<file path="src/hdl/adcsq_pkg.sv">
// Purpose: shared constants and types of the converter control block
// Assumes: APB with 32-bit data, 40 MHz cpu clock
// Notes:   register byte address is four times the register index
package adcsq_pkg;

  ////////////////////////////////////////////////////////////////////////
  // register map
  localparam int unsigned APB_AW   = 12;
  localparam logic [7:0]  IDX_CSR  = 8'h45;
  localparam logic [7:0]  IDX_HI   = 8'h46;
  localparam logic [7:0]  IDX_LO   = 8'h47;
  localparam logic [11:0] ADDR_CSR = {2'h0, IDX_CSR, 2'h0};
  localparam logic [11:0] ADDR_HI  = {2'h0, IDX_HI, 2'h0};
  localparam logic [11:0] ADDR_LO  = {2'h0, IDX_LO, 2'h0};

  ////////////////////////////////////////////////////////////////////////
  // control/status fields
  localparam int unsigned CSR_EOC   = 7;
  localparam int unsigned CSR_SPEED = 6;
  localparam int unsigned CSR_EN    = 5;
  localparam int unsigned CSR_SLOW  = 4;
  localparam int unsigned CH_W      = 4;
  localparam logic [7:0]  CSR_RST   = 8'h00;

  ////////////////////////////////////////////////////////////////////////
  // result layout
  localparam int unsigned RES_W     = 10;
  localparam int unsigned RES_HI_LSB = 2;
  localparam logic [9:0]  RES_RST   = 10'h000;
  localparam logic [9:0]  RES_MSB1  = 10'h200;

  ////////////////////////////////////////////////////////////////////////
  // converter clock select, index is {slow, speed}
  localparam logic [1:0]  SEL_HALF    = 2'h0;
  localparam logic [1:0]  SEL_FULL    = 2'h1;
  localparam logic [1:0]  SEL_QUARTER = 2'h2;
  localparam logic [1:0]  SEL_HALF_B  = 2'h3;
  localparam logic [1:0]  TERM_FULL    = 2'h0;
  localparam logic [1:0]  TERM_HALF    = 2'h1;
  localparam logic [1:0]  TERM_QUARTER = 2'h3;

  ////////////////////////////////////////////////////////////////////////
  // timing
  localparam int unsigned CLK_MHZ      = 40;
  localparam int unsigned STAB_NS      = 1000;
  localparam int unsigned STAB_CYC     = (STAB_NS * CLK_MHZ + 999) / 1000;
  localparam int unsigned SAMPLE_TICKS = 4;
  localparam int unsigned BIT_TICKS    = 4;
  localparam int unsigned CNT_W        = 8;

  ////////////////////////////////////////////////////////////////////////
  // converter sequence
  typedef enum logic [3:0] {
    ST_OFF    = 4'h1,
    ST_SETTLE = 4'h2,
    ST_SAMPLE = 4'h4,
    ST_CONV   = 4'h8
  } adcsq_fsm_t;

endpackage : adcsq_pkg

</file>
<file path="src/hdl/adcsq_clk_if.sv">
// Purpose: converter clock request and tick between control and divider
// Assumes: single cpu clock domain
// Notes:   tick is a one-cycle enable, not a clock
`timescale 1ns/1ps
`default_nettype none
interface adcsq_clk_if;
  logic slow;
  logic speed;
  logic run;
  logic tick;
  modport ctrl (output slow, output speed, output run, input tick);
  modport div  (input slow, input speed, input run, output tick);
endinterface : adcsq_clk_if
`default_nettype wire

</file>
<file path="src/hdl/adcsq_clkdiv.sv">
// Purpose: converter clock enable derived from the cpu clock
// Assumes: select bits come from registers on the same clock
// Notes:   phase restarts whenever run is low
`timescale 1ns/1ps
`default_nettype none
module adcsq_clkdiv (
  input wire logic    i_clk,
  input wire logic    i_rst_n,
  adcsq_clk_if.div    clk_if
);

  typedef struct packed {
    logic [1:0] cnt;
    logic       tick;
  } adcsq_div_st_t;

  adcsq_div_st_t st_ff;
  adcsq_div_st_t nxt_st;
  logic [1:0]    term;

  ////////////////////////////////////////////////////////////////////////
  always_comb begin
    nxt_st      = st_ff;
    nxt_st.tick = 1'b0;
    case ({clk_if.slow, clk_if.speed}) // RL16
      adcsq_pkg::SEL_FULL:    term = adcsq_pkg::TERM_FULL;
      adcsq_pkg::SEL_QUARTER: term = adcsq_pkg::TERM_QUARTER;
      default:                term = adcsq_pkg::TERM_HALF;
    endcase
    if (!clk_if.run) begin
      nxt_st.cnt = 2'h0;
    end else if (st_ff.cnt >= term) begin
      nxt_st.cnt  = 2'h0;
      nxt_st.tick = 1'b1;
    end else begin
      nxt_st.cnt = st_ff.cnt + 2'h1;
    end
  end

  always_ff @(posedge i_clk or negedge i_rst_n) begin
    if (!i_rst_n) begin
      st_ff <= '0;
    end else begin
      st_ff <= nxt_st;
    end
  end

  assign clk_if.tick = st_ff.tick;

endmodule : adcsq_clkdiv
`default_nettype wire

</file>
<file path="src/hdl/adcsq_ctrl.sv">
// Purpose: control, sequencing and result registers of a 10-bit SAR converter
// Assumes: APB slave, comparator pin high when input is above the trial level
// Notes:   one access cycle per APB transfer, no wait states
`timescale 1ns/1ps
`default_nettype none

// How it works
// (RL1) above high reference reads FFh / 03h
// (RL2) below low reference reads zero
// (RL3) result monotonic in input
// (RL4) software sets pins plain inputs first
// (RL5) enable powers converter, converts continuously
// (RL6) each completion sets flag, stores result
// (RL7) reading high result clears flag
// (RL8) any control/status write clears flag
// (RL9) software polls, reads low, then high
// (RL10) eight bits: poll, read high only
// (RL11) channel change aborts, clears flag, restarts
// (RL12) reading low result locks the pair
// (RL13) high read or disable unlocks pair
// (RL14) locked pair never updated
// (RL15) clearing enable stops and powers down
// (RL16) slow/speed choose converter clock divider
// (RL17) channel field selects input by value
// (RL18) control/status layout, resets to 00h
// (RL19) high holds bits 9:2, low 1:0
// (RL20) cpu wait mode has no effect
// (RL21) halt disables; wakeup needs settle time
// (RL22) fixed tick count per conversion
module adcsq_ctrl #(
  parameter int unsigned SAMPLE_TICKS = adcsq_pkg::SAMPLE_TICKS,
  parameter int unsigned BIT_TICKS    = adcsq_pkg::BIT_TICKS,
  parameter int unsigned STAB_CYC     = adcsq_pkg::STAB_CYC
) (
  input  wire logic        I_CLK,
  input  wire logic        I_RST_N,
  input  wire logic        I_PSEL,
  input  wire logic        I_PENABLE,
  input  wire logic        I_PWRITE,
  input  wire logic [11:0] I_PADDR,
  input  wire logic [31:0] I_PWDATA,
  output logic             O_PREADY,
  output logic [31:0]      O_PRDATA,
  output logic             O_PSLVERR,
  input  wire logic        I_HALT,
  input  wire logic        I_CMP,
  output logic             O_ADC_ON,
  output logic [3:0]       O_CH_SEL,
  output logic             O_SAMPLE,
  output logic [9:0]       O_DAC_CODE
);

  localparam int unsigned CW = adcsq_pkg::CNT_W;

  ////////////////////////////////////////////////////////////////////////
  // state
  typedef struct packed {
    adcsq_pkg::adcsq_fsm_t fsm;
    logic [CW-1:0]         cnt;
    logic [3:0]            bitn;
    logic [9:0]            dac;
    logic [9:0]            result;
    logic                  eoc;
    logic                  speed;
    logic                  en;
    logic                  slow;
    logic [3:0]            ch;
    logic                  locked;
    logic                  settle_pend;
    logic                  cmp_m;
    logic                  cmp_s;
    logic                  pready;
    logic                  pslverr;
    logic [31:0]           prdata;
    logic                  sample;
    logic                  adc_on;
  } adcsq_ctrl_st_t;

  adcsq_ctrl_st_t st_ff;
  adcsq_ctrl_st_t nxt_st;

  adcsq_clk_if clk_if ();

  logic          setup;
  logic          hit_csr;
  logic          hit_hi;
  logic          hit_lo;
  logic          wr_csr;
  logic          rd_hi;
  logic          rd_lo;
  logic          ch_change;
  logic          en_new;
  logic          run_ok;
  logic          done;
  logic [7:0]    csr_val;
  logic [31:0]   rdata;
  logic          rerr;

  ////////////////////////////////////////////////////////////////////////
  // helpers

  // reload of a phase counter for a phase of n units
  function automatic logic [CW-1:0] load_cnt(input int unsigned n);
    load_cnt = CW'(n - 1);
  endfunction : load_cnt

  // one step down of a phase counter, callers stop it at zero
  function automatic logic [CW-1:0] dec_cnt(input logic [CW-1:0] c);
    dec_cnt = c - CW'(1);
  endfunction : dec_cnt

  ////////////////////////////////////////////////////////////////////////
  // converter clock enable
  assign clk_if.slow  = st_ff.slow;
  assign clk_if.speed = st_ff.speed;
  assign clk_if.run   = (st_ff.fsm == adcsq_pkg::ST_SAMPLE) ||
                        (st_ff.fsm == adcsq_pkg::ST_CONV);

  adcsq_clkdiv u_div (
    .i_clk   (I_CLK),
    .i_rst_n (I_RST_N),
    .clk_if  (clk_if)
  );

  ////////////////////////////////////////////////////////////////////////
  // bus decode
  always_comb begin
    csr_val = {st_ff.eoc, st_ff.speed, st_ff.en, st_ff.slow, st_ff.ch}; // RL18
    rdata   = 32'h0000_0000;
    rerr    = 1'b0;
    hit_csr = 1'b0;
    hit_hi  = 1'b0;
    hit_lo  = 1'b0;
    if (I_PADDR == adcsq_pkg::ADDR_CSR) begin
      hit_csr = 1'b1;
      rdata   = {24'h00_0000, csr_val};
    end else if (I_PADDR == adcsq_pkg::ADDR_HI) begin
      hit_hi  = 1'b1;
      rdata   = {24'h00_0000, st_ff.result[9:adcsq_pkg::RES_HI_LSB]}; // RL19
    end else if (I_PADDR == adcsq_pkg::ADDR_LO) begin
      hit_lo  = 1'b1;
      rdata   = {24'h00_0000, 6'h00, st_ff.result[1:0]}; // RL19
    end else begin
      rerr    = 1'b1;
    end
  end

  // side effects act in the setup cycle, which always completes next edge
  assign setup     = I_PSEL & ~I_PENABLE & ~st_ff.pready;
  assign wr_csr    = setup & I_PWRITE & hit_csr;
  assign rd_hi     = setup & ~I_PWRITE & hit_hi;
  assign rd_lo     = setup & ~I_PWRITE & hit_lo;
  assign ch_change = wr_csr & (I_PWDATA[3:0] != st_ff.ch);
  assign en_new    = wr_csr ? I_PWDATA[adcsq_pkg::CSR_EN] : st_ff.en;
  // cpu wait mode is deliberately not an input: it changes nothing
  assign run_ok    = en_new & ~I_HALT; // RL20

  ////////////////////////////////////////////////////////////////////////
  // next state
  always_comb begin
    nxt_st         = st_ff;
    done           = 1'b0;

    // comparator pin crosses in through two flops
    nxt_st.cmp_m   = I_CMP;
    nxt_st.cmp_s   = st_ff.cmp_m;

    // bus answer
    nxt_st.pready  = setup;
    if (setup) begin
      nxt_st.prdata  = I_PWRITE ? 32'h0000_0000 : rdata;
      nxt_st.pslverr = rerr;
    end else begin
      nxt_st.pslverr = 1'b0;
    end

    // software fields, flag bit is not writable
    if (wr_csr) begin
      nxt_st.speed = I_PWDATA[adcsq_pkg::CSR_SPEED]; // RL16
      nxt_st.en    = I_PWDATA[adcsq_pkg::CSR_EN];
      nxt_st.slow  = I_PWDATA[adcsq_pkg::CSR_SLOW]; // RL16
      nxt_st.ch    = I_PWDATA[adcsq_pkg::CH_W-1:0]; // RL17
    end

    // sequence
    case (st_ff.fsm)
      adcsq_pkg::ST_OFF: begin
        if (run_ok) begin
          if (st_ff.settle_pend) begin
            nxt_st.fsm = adcsq_pkg::ST_SETTLE; // RL21
            nxt_st.cnt = load_cnt(STAB_CYC);
          end else begin
            nxt_st.fsm = adcsq_pkg::ST_SAMPLE; // RL5
            nxt_st.cnt = load_cnt(SAMPLE_TICKS);
          end
        end
      end
      adcsq_pkg::ST_SETTLE: begin
        // counts cpu cycles, not converter ticks
        if (st_ff.cnt == '0) begin
          nxt_st.settle_pend = 1'b0; // RL21
          nxt_st.fsm         = adcsq_pkg::ST_SAMPLE;
          nxt_st.cnt         = load_cnt(SAMPLE_TICKS);
        end else begin
          nxt_st.cnt = dec_cnt(st_ff.cnt);
        end
      end
      adcsq_pkg::ST_SAMPLE: begin
        if (clk_if.tick) begin
          if (st_ff.cnt == '0) begin
            nxt_st.fsm  = adcsq_pkg::ST_CONV;
            nxt_st.bitn = 4'h9;
            nxt_st.dac  = adcsq_pkg::RES_MSB1; // RL3
            nxt_st.cnt  = load_cnt(BIT_TICKS); // RL22
          end else begin
            nxt_st.cnt = dec_cnt(st_ff.cnt);
          end
        end
      end
      adcsq_pkg::ST_CONV: begin
        if (clk_if.tick) begin
          if (st_ff.cnt == '0) begin
            // keep trial bit while input is above it: saturates at
            // all ones above range and all zeros below it
            nxt_st.dac[st_ff.bitn] = st_ff.cmp_s; // RL1 RL2 RL3
            if (st_ff.bitn == 4'h0) begin
              done       = 1'b1; // RL22
              nxt_st.fsm = adcsq_pkg::ST_SAMPLE; // RL5
              nxt_st.cnt = load_cnt(SAMPLE_TICKS);
            end else begin
              nxt_st.bitn                  = st_ff.bitn - 4'h1;
              nxt_st.dac[st_ff.bitn - 4'h1] = 1'b1;
              nxt_st.cnt                   = load_cnt(BIT_TICKS);
            end
          end else begin
            nxt_st.cnt = dec_cnt(st_ff.cnt);
          end
        end
      end
      default: begin
        nxt_st.fsm = adcsq_pkg::ST_OFF;
      end
    endcase

    // stop and restart take priority over the sequence
    if (I_HALT) begin
      nxt_st.settle_pend = 1'b1; // RL21
    end
    if (!run_ok) begin
      nxt_st.fsm = adcsq_pkg::ST_OFF; // RL15 RL21
      nxt_st.cnt = '0;
    end else if (ch_change && st_ff.fsm != adcsq_pkg::ST_OFF &&
                 st_ff.fsm != adcsq_pkg::ST_SETTLE) begin
      nxt_st.fsm = adcsq_pkg::ST_SAMPLE; // RL11
      nxt_st.cnt = load_cnt(SAMPLE_TICKS);
    end

    // a sample that completes on the edge of a low read is dropped,
    // otherwise the pair would mix two samples
    if (done && !st_ff.locked && !rd_lo) begin
      nxt_st.result = nxt_st.dac; // RL6 RL14
    end

    // pair lock
    if (rd_lo) begin
      nxt_st.locked = 1'b1; // RL12
    end
    if (rd_hi || !en_new) begin
      nxt_st.locked = 1'b0; // RL13
    end

    // completion flag: set wins over every clear
    if (rd_hi) begin
      nxt_st.eoc = 1'b0; // RL7
    end
    if (wr_csr) begin
      nxt_st.eoc = 1'b0; // RL8 RL11
    end
    if (done) begin
      nxt_st.eoc = 1'b1; // RL6
    end

    // pin outputs
    nxt_st.sample = (nxt_st.fsm == adcsq_pkg::ST_SAMPLE);
    nxt_st.adc_on = run_ok; // RL5 RL15
  end

  ////////////////////////////////////////////////////////////////////////
  // registers
  always_ff @(posedge I_CLK or negedge I_RST_N) begin
    if (!I_RST_N) begin
      st_ff             <= '0;
      st_ff.fsm         <= adcsq_pkg::ST_OFF;
      st_ff.result      <= adcsq_pkg::RES_RST;
      {st_ff.eoc, st_ff.speed, st_ff.en, st_ff.slow, st_ff.ch} <= adcsq_pkg::CSR_RST; // RL18
    end else begin
      st_ff <= nxt_st;
    end
  end

  ////////////////////////////////////////////////////////////////////////
  // outputs
  assign O_PREADY   = st_ff.pready;
  assign O_PRDATA   = st_ff.prdata;
  assign O_PSLVERR  = st_ff.pslverr;
  assign O_ADC_ON   = st_ff.adc_on;
  assign O_CH_SEL   = st_ff.ch; // RL17
  assign O_SAMPLE   = st_ff.sample;
  assign O_DAC_CODE = st_ff.dac;

endmodule : adcsq_ctrl
`default_nettype wire

</file>
<file path="config.mk">
export PLATFORM = sky130hd
export DESIGN_NAME = adcsq_ctrl
export DESIGN_NICKNAME = d
export VERILOG_FILES = /design/src/hdl/adcsq_pkg.sv /design/src/hdl/adcsq_clk_if.sv /design/src/hdl/adcsq_clkdiv.sv /design/src/hdl/adcsq_ctrl.sv
export SDC_FILE = /design/constraint.sdc
export NUM_CORES = 1
export LEC_CHECK = 0
export BUFFER_PORTS_ARGS = -buffer_cell sky130_fd_sc_hd__buf_2
export CAP_MARGIN = 10
export CORE_ASPECT_RATIO = 0.6
export CORE_MARGIN = 2
export CORE_UTILIZATION = 53
export CTS_CLUSTER_DIAMETER = 100
export CTS_CLUSTER_SIZE = 30
export DETAILED_ROUTE_END_ITERATION = 7
export HOLD_SLACK_MARGIN = 0.1
export PLACE_DENSITY = 0.81
export SYNTH_ARGS = -nofsm -noshare
export SYNTH_HDL_FRONTEND = slang
export SYNTH_SLANG_ARGS = --single-unit
export TNS_END_PERCENT = 10
</file>
<file path="constraint.sdc">
create_clock -name I_CLK -period 6.4 [get_ports I_CLK]
set_input_delay 0.32 -clock I_CLK [delete_from_list [all_inputs] [get_ports I_CLK]]
set_output_delay 0.32 -clock I_CLK [all_outputs]
set_load 0.03 [all_outputs]
</file>
After elaboration in Yosys (flattened, before gate mapping)
Index checks and enable logic that the tools add are counted.

cells by class
  $add $sub $neg = 3
  $lt $le $gt $ge = 5
  eq/ne operators = 21
  mux-type cells = 53
  bitwise operators = 14
  reduce and logical (&&, ||, !) cells = 21

operators by type and width
  cell                                                                                 number
  26-bit two-way mux                                                                   2
  14-bit two-way mux                                                                   3
  12-bit by 9-bit equality test with 1-bit output, second input constant               3
  32-bit two-way mux                                                                   1
  8-bit case mux with 4 select lines                                                   1
  14-bit case mux with 2 select lines                                                  1
  1-bit two-way mux                                                                    27
  12-bit two-way mux                                                                   2
  8-bit two-way mux                                                                    3
  4-bit two-way mux                                                                    4
  4-bit case mux with 4 select lines                                                   1
  4-bit by 2-bit != test with 1-bit output, second input constant                      3
  11-bit two-way mux                                                                   1
  10-bit bitwise mux                                                                   1
  4-bit by 5-bit < comparator with 1-bit output, second input constant                 2
  10-bit bitwise OR                                                                    1
  1-bit AND                                                                            9
  1-bit demux with 4-bit select                                                        2
  4-bit by 3-bit equality test with 1-bit output, second input constant                2
  4-bit by 1-bit greater-or-equal comparator with 1-bit output, second input constant  2
  8-bit logical NOT                                                                    1
  2-bit by 1-bit != test with 1-bit output, second input constant                      4
  2-bit nonzero test                                                                   4
  8-bit by 1-bit subtractor with 8-bit output, second input constant                   1
  23 further kinds                                                                     36

word-level totals
  flip-flop bits (word level) = 87
  input port bits = 51
  output and inout bits = 50

Longest topological paths before layout
Gate-level depths: netlist of run 1.

  depth in word-level cells = 13
  mapped depth = 9

By module
From an unflattened synthesis of run 1, not the netlist that was laid out.

second synthesis, totals
  cell total of the unflattened synthesis = 395
  area, all modules = 3743.6 µm²

modules (own cells, without submodules)
  module        times used  cells each  area an instance (µm²)  sequential area each (µm²)
  adcsq_ctrl    1           381         3577.2                  1502.7
  adcsq_clkdiv  1           14          166.4                   75.1

Least setup slack after synthesis of run 1
OpenSTA, ideal clock, no wires.

  path type = input to register
  from = input I_PADDR[7]
  to = register st_ff[54] (netlist name)
  library setup time = 0.125 ns
  arrival time = 2.126 ns
  required time = 6.275 ns
  setup slack = 4.149 ns
  cell stages on the path = 5
  cell sequence = or4b_4 -> or4b_4 -> o2111ai_4 -> buf_6 -> mux2_4

between the ends
  cells in the longest elaborated chain, start to end = 7

ends and longest elaborated chain
  item                                             line               source
  from (decl)                                      adcsq_ctrl.sv:40   input wire logic [11:0] I_PADDR,
  12-bit by 9-bit equality test with 1-bit output  adcsq_ctrl.sv:140  end else if (I_PADDR == adcsq_pkg::ADDR_LO) begin
  1-bit two-way mux                                adcsq_ctrl.sv:140
  1-bit two-way mux                                adcsq_ctrl.sv:137  end else if (I_PADDR == adcsq_pkg::ADDR_HI) begin
  1-bit two-way mux (*)                            adcsq_ctrl.sv:134  if (I_PADDR == adcsq_pkg::ADDR_CSR) begin
  1-bit AND (*)                                    adcsq_ctrl.sv:152  assign rd_lo = setup & ~I_PWRITE & hit_lo;
  1-bit logical NOT (*)                            adcsq_ctrl.sv:260  if (done && !st_ff.locked && !rd_lo) begin
  1-bit logical AND (*)                            adcsq_ctrl.sv:260
  to (signal assigned)                             adcsq_ctrl.sv:297  st_ff <= nxt_st;
  to (decl)                                        adcsq_ctrl.sv:79   adcsq_ctrl_st_t st_ff;

Mark *: on every way between the ends. The rest lies on a longest branch, timed or not.
A chain may end at the register's enable or synchronous reset.

==> results of run 1 <==
-- cells in the mapped netlist (all sizes together) (2+ instances only) --
cell     instances
dfrtp           62
nand2           61
buf             52
o21ai           28
nor2            22
a21oi           12
inv             11
nand3            9
clkbuf           8
nor3             8
a22oi            7
a31oi            7
nor4b            7
mux2             6
nor2b            6
xor2             6
a21o             5
nand2b           5
or4b             5
nor3b            4
o311ai           4
or2              4
a41oi            3
and2             3
ha               3
nand3b           3
o31a             3
or3              3
or3b             3
a21boi           2
and3             2
nand4            2
nand4b           2
nor4             2
o2111ai          2
o21a             2
o221ai           2
o22ai            2
o31ai            2
xnor2            2
-- worst max-delay path, cell delays in order (launching register included) --
cell	delay, ns
sky130_fd_sc_hd__dfrtp_1	0.49
sky130_fd_sc_hd__nor4b_1	1.00
sky130_fd_sc_hd__nand3_1	0.41
sky130_fd_sc_hd__o21ai_0	0.37
sky130_fd_sc_hd__mux2_2	0.21
-- flip-flops by register name (all words and copies together), names as in the netlist, 2 cells and up --
| register | cells |
|---|---|
| O_CH_SEL | 4 |
| O_DAC_CODE | 10 |
| O_PRDATA | 8 |
| csr_val | 2 |
| st_ff | 29 |
| u_div.st_ff | 2 |
-- final timing paths --
kind | end | depth (start not counted) | slack (ns) | from
max reg2reg | st_ff[53] | 4 | 3.86 | st_ff[81]
max in group asynchronous | O_DAC_CODE[1] | 2 | 5.72 | I_RST_N
max | st_ff[53] | 4 | 3.86 | st_ff[81]
min reg2reg | st_ff[36] | 0 | 0.35 | nxt_st[36]
min | st_ff[74] | 2 | 0.15 | I_RST_N
min in group I_CLK | clk_if.speed | 3 | 0.19 | I_PWDATA[6]
-- cell families after synthesis --
kind of cell / Yosys count
simple gates: 152
compound gates: 87
buf+inv: 71
flops: 63
xor+xnor: 8
mux: 7
fa+ha+maj: 3
other cells: 1
-- final cells by class --
| type | count | area [um^2] |
|---|---|---|
| clock buffers | 10 | 239 |
| flip-flops and latches | 63 | 1580 |
| well taps | 87 | 109 |
| multi-input cells | 281 | 1700 |
| fillers | 553 | 2640 |
| repair buffers | 53 | 273 |
| inverters | 11 | 41.3 |
| clock inverters | 6 | 70.1 |
-- cells in the final DEF (no fill, tap or decap), drive strengths merged, types with 6 or more instances in the layout --
master and n:
inv 11, nor4b 7, conb 24, a22oi 7
xor2 6, nand3 9, a21oi 12, nor3 8
clkbuf 10, nor2b 6, mux2 6, buf 52
nand2 61, nor2 22, o21ai 28, dfrtp 62
a31oi 7
-- power groups by stage --
stage | logic (W) | clock network [W] | registers, W
finish | 0.0000482 | 0.000503 | 0.000401
CTS | 0.0000484 | 0.000507 | 0.000401
global placement | 0.0000468 | 0 | 0.000408
floorplan | 0.0000373 | 0 | 0.000409
global route | 0.0000532 | 0.000528 | 0.000401
detailed placement | 0.0000477 | 0 | 0.000408
-- per-stage QoR --
step | util | instance area (um^2) | cells | setup slack [ns] | hold WS (ns)
floorplan | - | 3730 | 415 | 4.15 | 0.0244
global placement | 0.555 | 3690 | 494 | 3.94 | 0.335
detailed placement | 0.555 | 3690 | 494 | 3.90 | 0.337
CTS | 0.603 | 4010 | 511 | 3.90 | 0.183
global route | 0.603 | 4010 | 511 | 3.61 | 0.188
finish | 0.603 | 4010 | 511 | 3.86 | 0.150
-- metal layers --
layer,vias up,global-route usage,part of all wire
met5,-,0,0
met4,0,0.0672,0.010
met3,10,0.0806,0.11
met2,157,0.339,0.42
met1,1395,0.356,0.46
li1,1370,-,-
==> reports/summary.md, run 1 <==
For the count of hold buffers inserted by post-cts repair, the log shows 1. The fraction of registers with async set or reset after synthesis is 1.00, and the maximum fanout encountered on the critical timing path is 10. Starting density of the core: 0.548.

The run gives 280 as the number of violations reported at the end of detailed-routing iteration 0. The area share of xor/xnor cells in the synthesized design was 0.0192. Entering global routing, the biggest net connects 64 pins. For the number of CTS-inserted buffers, the log shows 9. The I/O pin count came out at 101. The time the worst path needs with I/O delays and setup works out to 2.54 ns.

Post-synthesis cell type with the largest combined area: sky130_fd_sc_hd__dfrtp_1. The normalized max-slew margin was 0.227; the horizontal die dimension was 111 um. The clock passes through at most 2 buffers. The worst setup path is launched from a flip-flop. The via density per instance was 5.74; the compound-gate portion of the synthesized area was 0.160. At the end of routability-driven placement, the weighted congestion stood at 0.960. The floorplan has 23 rows.

The clock root buffer master is sky130_fd_sc_hd__clkbuf_16. The sequential element share of the synthesized area is 0.433, and the antenna cell count is 0. On the final layout, the worst clock skew is 0.00563 ns. For the portion of total power attributed to sequential cells, the log shows 0.421. The core region is 6650 um^2.

For the worst setup path, the data required time is 6.68 ns. The first global-routing pass estimated 13,700 um of wire. Synthesis produced 392 cells. TritonCTS built the clock tree. The aggregate global-route resource usage was 0.242; the power share of the combinational group was 0.051. Among all flip-flop cells after synthesis, the most frequent one is sky130_fd_sc_hd__dfrtp_1. Number of flip-flops and latches in the synthesized netlist: 63. The clock network fraction of design power is 0.528, and the internal power component is 0.000723 W. The power density over cell area was 238 nW/um^2. IR analysis of the VDD net gives a maximum drop of 0.000214 V. The design draws 0.000952 W. The count of buffers from port buffering is 51, and the number of different library cells in the post-synthesis netlist is 62. The first detailed-routing pass took 5 iterations. Yosys mapped a number of flops with a built-in enable equal to 0. Clock latency reported for the late side of the worst-skew pair: 0.34 ns. Max-cap violations in this run came to 0. For this design, the sink count on the clock tree is 63.

For this design the static power due to leakage is 1.91 nW. Initial antenna violation count: 0. The die covers 7570 um^2. The total routed wirelength is 8700 um, and the vertical die dimension is 68.2 um. For the count of endpoints failing hold in the final timing report, the log shows 0.

The setup TNS came out at 0 ns. The analysis attributes to net switching a power of 0.000229 W. The data arrival time of the critical path came out at 2.83 ns.

The share of the synthesized area in the top cell type was 0.426; the number of H-tree levels was 3. The period utilization was 0.398. For the combined area of all synthesized cells, the log shows 3640 um^2. The fraction of final layout cells with drive strength greater than 1 came out at 0.215. The actual transition at the worst max-transition pin is 1.14 ns. Clock-pin slew was measured on the worst setup and hold paths at 0.06 ns.

Switching part of the total power: 0.240. STA classifies the critical path endpoint as a flip-flop. The number of setup buffers added after CTS is 0. For this run, design rule violations remaining after detail routing come to 0. The run finished with clean final reports.

The detailed router placed 2,932 vias in this run. After the last flow step, the layout net total stands at 473. The proportion of synthesized area in mux cells works out to 0.0234. For the number of gates given a new drive strength after cts, the log shows 0.

The worst hold-check path type is input pin to async pin. By area the synthesized netlist is led by sky130_fd_sc_hd__dfrtp_1 (43%), sky130_fd_sc_hd__buf_4 (9.5%), sky130_fd_sc_hd__nand2_1 (6.3%). The category of the critical setup timing path was flip-flop to flip-flop. The fmax is 393 MHz. The tools report the aggregate global routing overflow as 0. The routed wire length per instance was 17.0 um; the remaining number of nets flagged by the antenna check after routing was 0.

The relative area change from synthesis to final layout came out at 10.0%. Setup violations remaining at the end of the flow were counted as 0. The area share of and/or/nand/nor cells after synthesis was 0.228; the area share of fa/ha/maj cells after synthesis was 0.0103. The number of global-route vias before repair came out at 2,619.

The total number of yosys warnings was 0. The final number of max-transition violations is 0, and the synthesized area divided by synthesized cell count is 9.29 um^2. Setup repair after global routing left no endpoint under its margin. Detailed placement finished with a half-perimeter wire length of 6340 um.

The main combinational cell family by area after synthesis was simple AND/OR/NAND/NOR gates.
No activity file was read; power rests on OpenSTA's default activity.
==> run 2: changes to the inputs <==
Clock period 6.4 ns to 2.55 ns, I/O delays scaled along.
==> run 2 against run 1 <==
- via count grew 3.6%
- combinational power grew to 2.7 times the previous value
- fmax increased by 9.0%
- worst setup slack got worse by 3.6 ns
- critical path type unchanged
- largest cell class unchanged
==> reports/summary.md, run 2 (synthesis results as in run 1) <==
The count of filler cells inserted in the layout is 539 (was 553). The tools report the fmax as 428 MHz (was 393 MHz). Number of iterations in the first detailed-routing pass: 4 (was 5). The register with the highest flop count is st_ff (unchanged). The tools report the worst reg2reg path endpoint as st_ff[48] (was st_ff[53]). The global-route wire length before repair was 13,900 um (was 13,700 um). Layer with the highest usage: met1 (unchanged).

The run gives 9 (unchanged) as the number of CTS-inserted buffers. The worst ir drop on vdd is 0.000530 V (was 0.000214 V), and the length in cells of the worst reg-to-reg path is 4 (unchanged). The cell leakage power is 2.02 nW (was 1.91 nW).

The number of buffer and inverter stages on the critical path is 0 (unchanged), and the number of global-route vias before repair is 2,697 (was 2,619). For the normalized max-slew margin, the log shows 0.264 (was 0.227). The via density per instance was 5.73 (was 5.74); the met1 track demand over resource in global routing was 0.348 (was 0.356).

The CTS clock-pin slew for the worst setup and hold paths is 0.05 ns (was 0.06 ns), and the max-capacitance violation count is 0 (unchanged). The count of endpoints failing hold in the final timing report is 0 (unchanged), and the final HPWL from detailed placement is 6400 um (was 6340 um). The count of buffers from port buffering works out to 51 (unchanged). The clock latency reported for the late side of the worst-skew pair is 0.33 ns (was 0.34 ns). The required time of the worst setup path is 2.76 ns (was 6.68 ns).

The critical hold path startpoint was I_PADDR[3]. Worst hold-check path type: input pin to flip-flop (was input pin to async pin). The final worst setup slack was 0.215 ns (was 3.86 ns); the maximum fanout encountered on the critical timing path was 10 (unchanged).

The routed wire length per instance was 16.8 um (was 17.0 um); the total routed wirelength was 8890 um (was 8700 um). The number of rows created at floorplan was 23 (unchanged). The family with the most delay on the worst path is simple AND/OR/NAND/NOR gates (unchanged). The starting density of the core was 0.548 (unchanged). The pin count of the biggest net entering global routing was 64 (unchanged). The tools report the endpoint of the most critical setup path as st_ff[48] (was st_ff[53]). The remaining number of nets flagged by the antenna check after routing was 0 (unchanged); the total stage count of the critical path was 4 (unchanged). The global routing usage on met2 came out at 0.340 (was 0.339). The category of the critical setup timing path is flip-flop to flip-flop (unchanged). TritonCTS built the clock tree. The tools report the overall via count from detail_route as 3,038 (was 2,932). The tools report the startpoint type of the worst setup path as a flip-flop (unchanged).

The most common library cell in the layout ignoring fill and taps was sky130_fd_sc_hd__dfrtp_1 (unchanged). The antenna cell count was 0 (unchanged); the horizontal die dimension was 111 um (unchanged). The logs give 101 (unchanged) for the I/O pin count and 252 (was 280) for the number of violations reported at the end of detailed-routing iteration 0.

The tools report the aggregate global routing overflow as 0 (unchanged). The run finished with clean final reports. The data arrival time of the critical path is 2.55 ns (was 2.83 ns). The standard cell with the maximum stage delay on the critical path is sky130_fd_sc_hd__nor4b_1 (unchanged). The number of flip-flops under the largest register name was 29 (unchanged); the final net count was 492 (was 473).

The tools report the register-to-register setup slack as 0.22 ns (was 3.86 ns). The startpoint of the most critical setup path was st_ff[81] (unchanged). The aggregate global-route resource usage is 0.245 (was 0.242). The run gives 2 (unchanged) as the clock tree buffer depth.

The run gives 0 (unchanged) as the final-report setup violation count. The initial antenna violation count is 0 (unchanged). Setup repair after global routing left no endpoint under its margin.

Launch point of the worst reg-to-reg path: st_ff[81] (unchanged). The clock root buffer master was sky130_fd_sc_hd__clkbuf_16 (unchanged). The run gives 0.258 ns (was 3.90 ns) as the worst slack at placement. Leading cell types in the layout, fill and taps excluded: sky130_fd_sc_hd__dfrtp_1 (62), sky130_fd_sc_hd__nand2_1 (61), sky130_fd_sc_hd__buf_2 (51) (unchanged). The final worst clock skew was 0.00846 ns (was 0.00563 ns); the delay contributed by the slowest stage of the critical path was 0.97 ns (was 1.00 ns).

The time the worst path needs with I/O delays and setup was 2.33 ns (was 2.54 ns); the die area was 7570 um^2 (unchanged). The number of H-tree levels is 3 (unchanged). Endpoint class of the critical path: a flip-flop (unchanged). The number of sinks handled by clock tree synthesis was 63 (unchanged); the fraction of final layout cells with drive strength greater than 1 was 0.226 (was 0.215).

The setup TNS was 0 ns (unchanged); the final number of max-transition violations was 0 (unchanged). The power density over cell area is 587 nW/um^2 (was 238 nW/um^2). Sequence of cells on the critical path: nor4b_1 -> o21ai_0 -> a32o_1 -> mux2_2 (was nor4b_1 -> nand3_1 -> o21ai_0 -> mux2_2). The buffers inserted during post-CTS setup optimization is 0 (unchanged), and the period utilization is 0.916 (was 0.398). The vertical die dimension works out to 68.2 um (unchanged).

The actual transition at the worst max-transition pin is 1.09 ns (was 1.14 ns). The tools report the detailed-route DRC error count as 0 (unchanged). The relative area change from synthesis to final layout was 14.9% (was 10.0%).

The routability congestion estimate was 0.929 (was 0.960). For the global-route track usage on met3, the log shows 0.0850 (was 0.0806). The area inside the core boundary came out at 6650 um^2 (unchanged).
==> run 2: worst min-delay path: stages <==
cell,delay [ns]
sky130_fd_sc_hd__buf_2,0.14
sky130_fd_sc_hd__or2_2,0.12
sky130_fd_sc_hd__a21oi_1,0.06
==> run 2: cell type report <==
cell class / count / area [um^2] / area share
flip-flops and latches: 63 / 1580 / 0.377
clock buffers: 13 / 260 / 0.0622
clock inverters: 3 / 65.1 / 0.0155
inverters: 11 / 41.3 / 0.00987
well taps: 87 / 109 / 0.0260
multi-input cells: 281 / 1700 / 0.405
repair buffers: 72 / 435 / 0.104
==> run 2: power breakdown <==
| group | switching (W) | internal, W |
|---|---|---|
| registers | 0.00000269 | 0.00100 |
| logic | 0.0000943 | 0.0000347 |
| clock network | 0.000412 | 0.000906 |
| total | 0.000509 | 0.00195 |
==> run 2: routing by layer <==
layer,part of all wire,routed length (um)
met1,0.47,4180
met2,0.42,3700
met3,0.095,846
met4,0.018,163
met5,0,0
==> run 2: what timing repair did <==
item | 4_1_cts | 5_1_grt
gates resized for setup | 0 | 1
endpoints found under the setup margin | 0 | 1
hold endpoints to repair | 70 | 0
hold buffers | 9 | 0
==> run 2: worst min-delay path by stage <==
stage | to | slack, ns | cells after the start
floorplan | O_ADC_ON | -0.17 | 0
global route | O_PSLVERR | 0.19 | 3
global placement | nxt_st[36] | 0.24 | 1
finish | O_PSLVERR | 0.16 | 3
detailed placement | nxt_st[36] | 0.24 | 1
CTS | O_PSLVERR | 0.14 | 3
==> run 2: stage by stage <==
stage / power, W / area, um^2 / std cells / hold WS (ns) / utilization
finish: 0.00246 / 4190 / 530 / 0.162 / 0.630
detailed placement: 0.00114 / 3770 / 505 / 0.237 / 0.567
floorplan: 0.00112 / 3730 / 415 / -0.168 / -
global placement: 0.00114 / 3770 / 505 / 0.238 / 0.567
global route: 0.00253 / 4190 / 530 / 0.189 / 0.630
CTS: 0.00248 / 4190 / 530 / 0.142 / 0.630
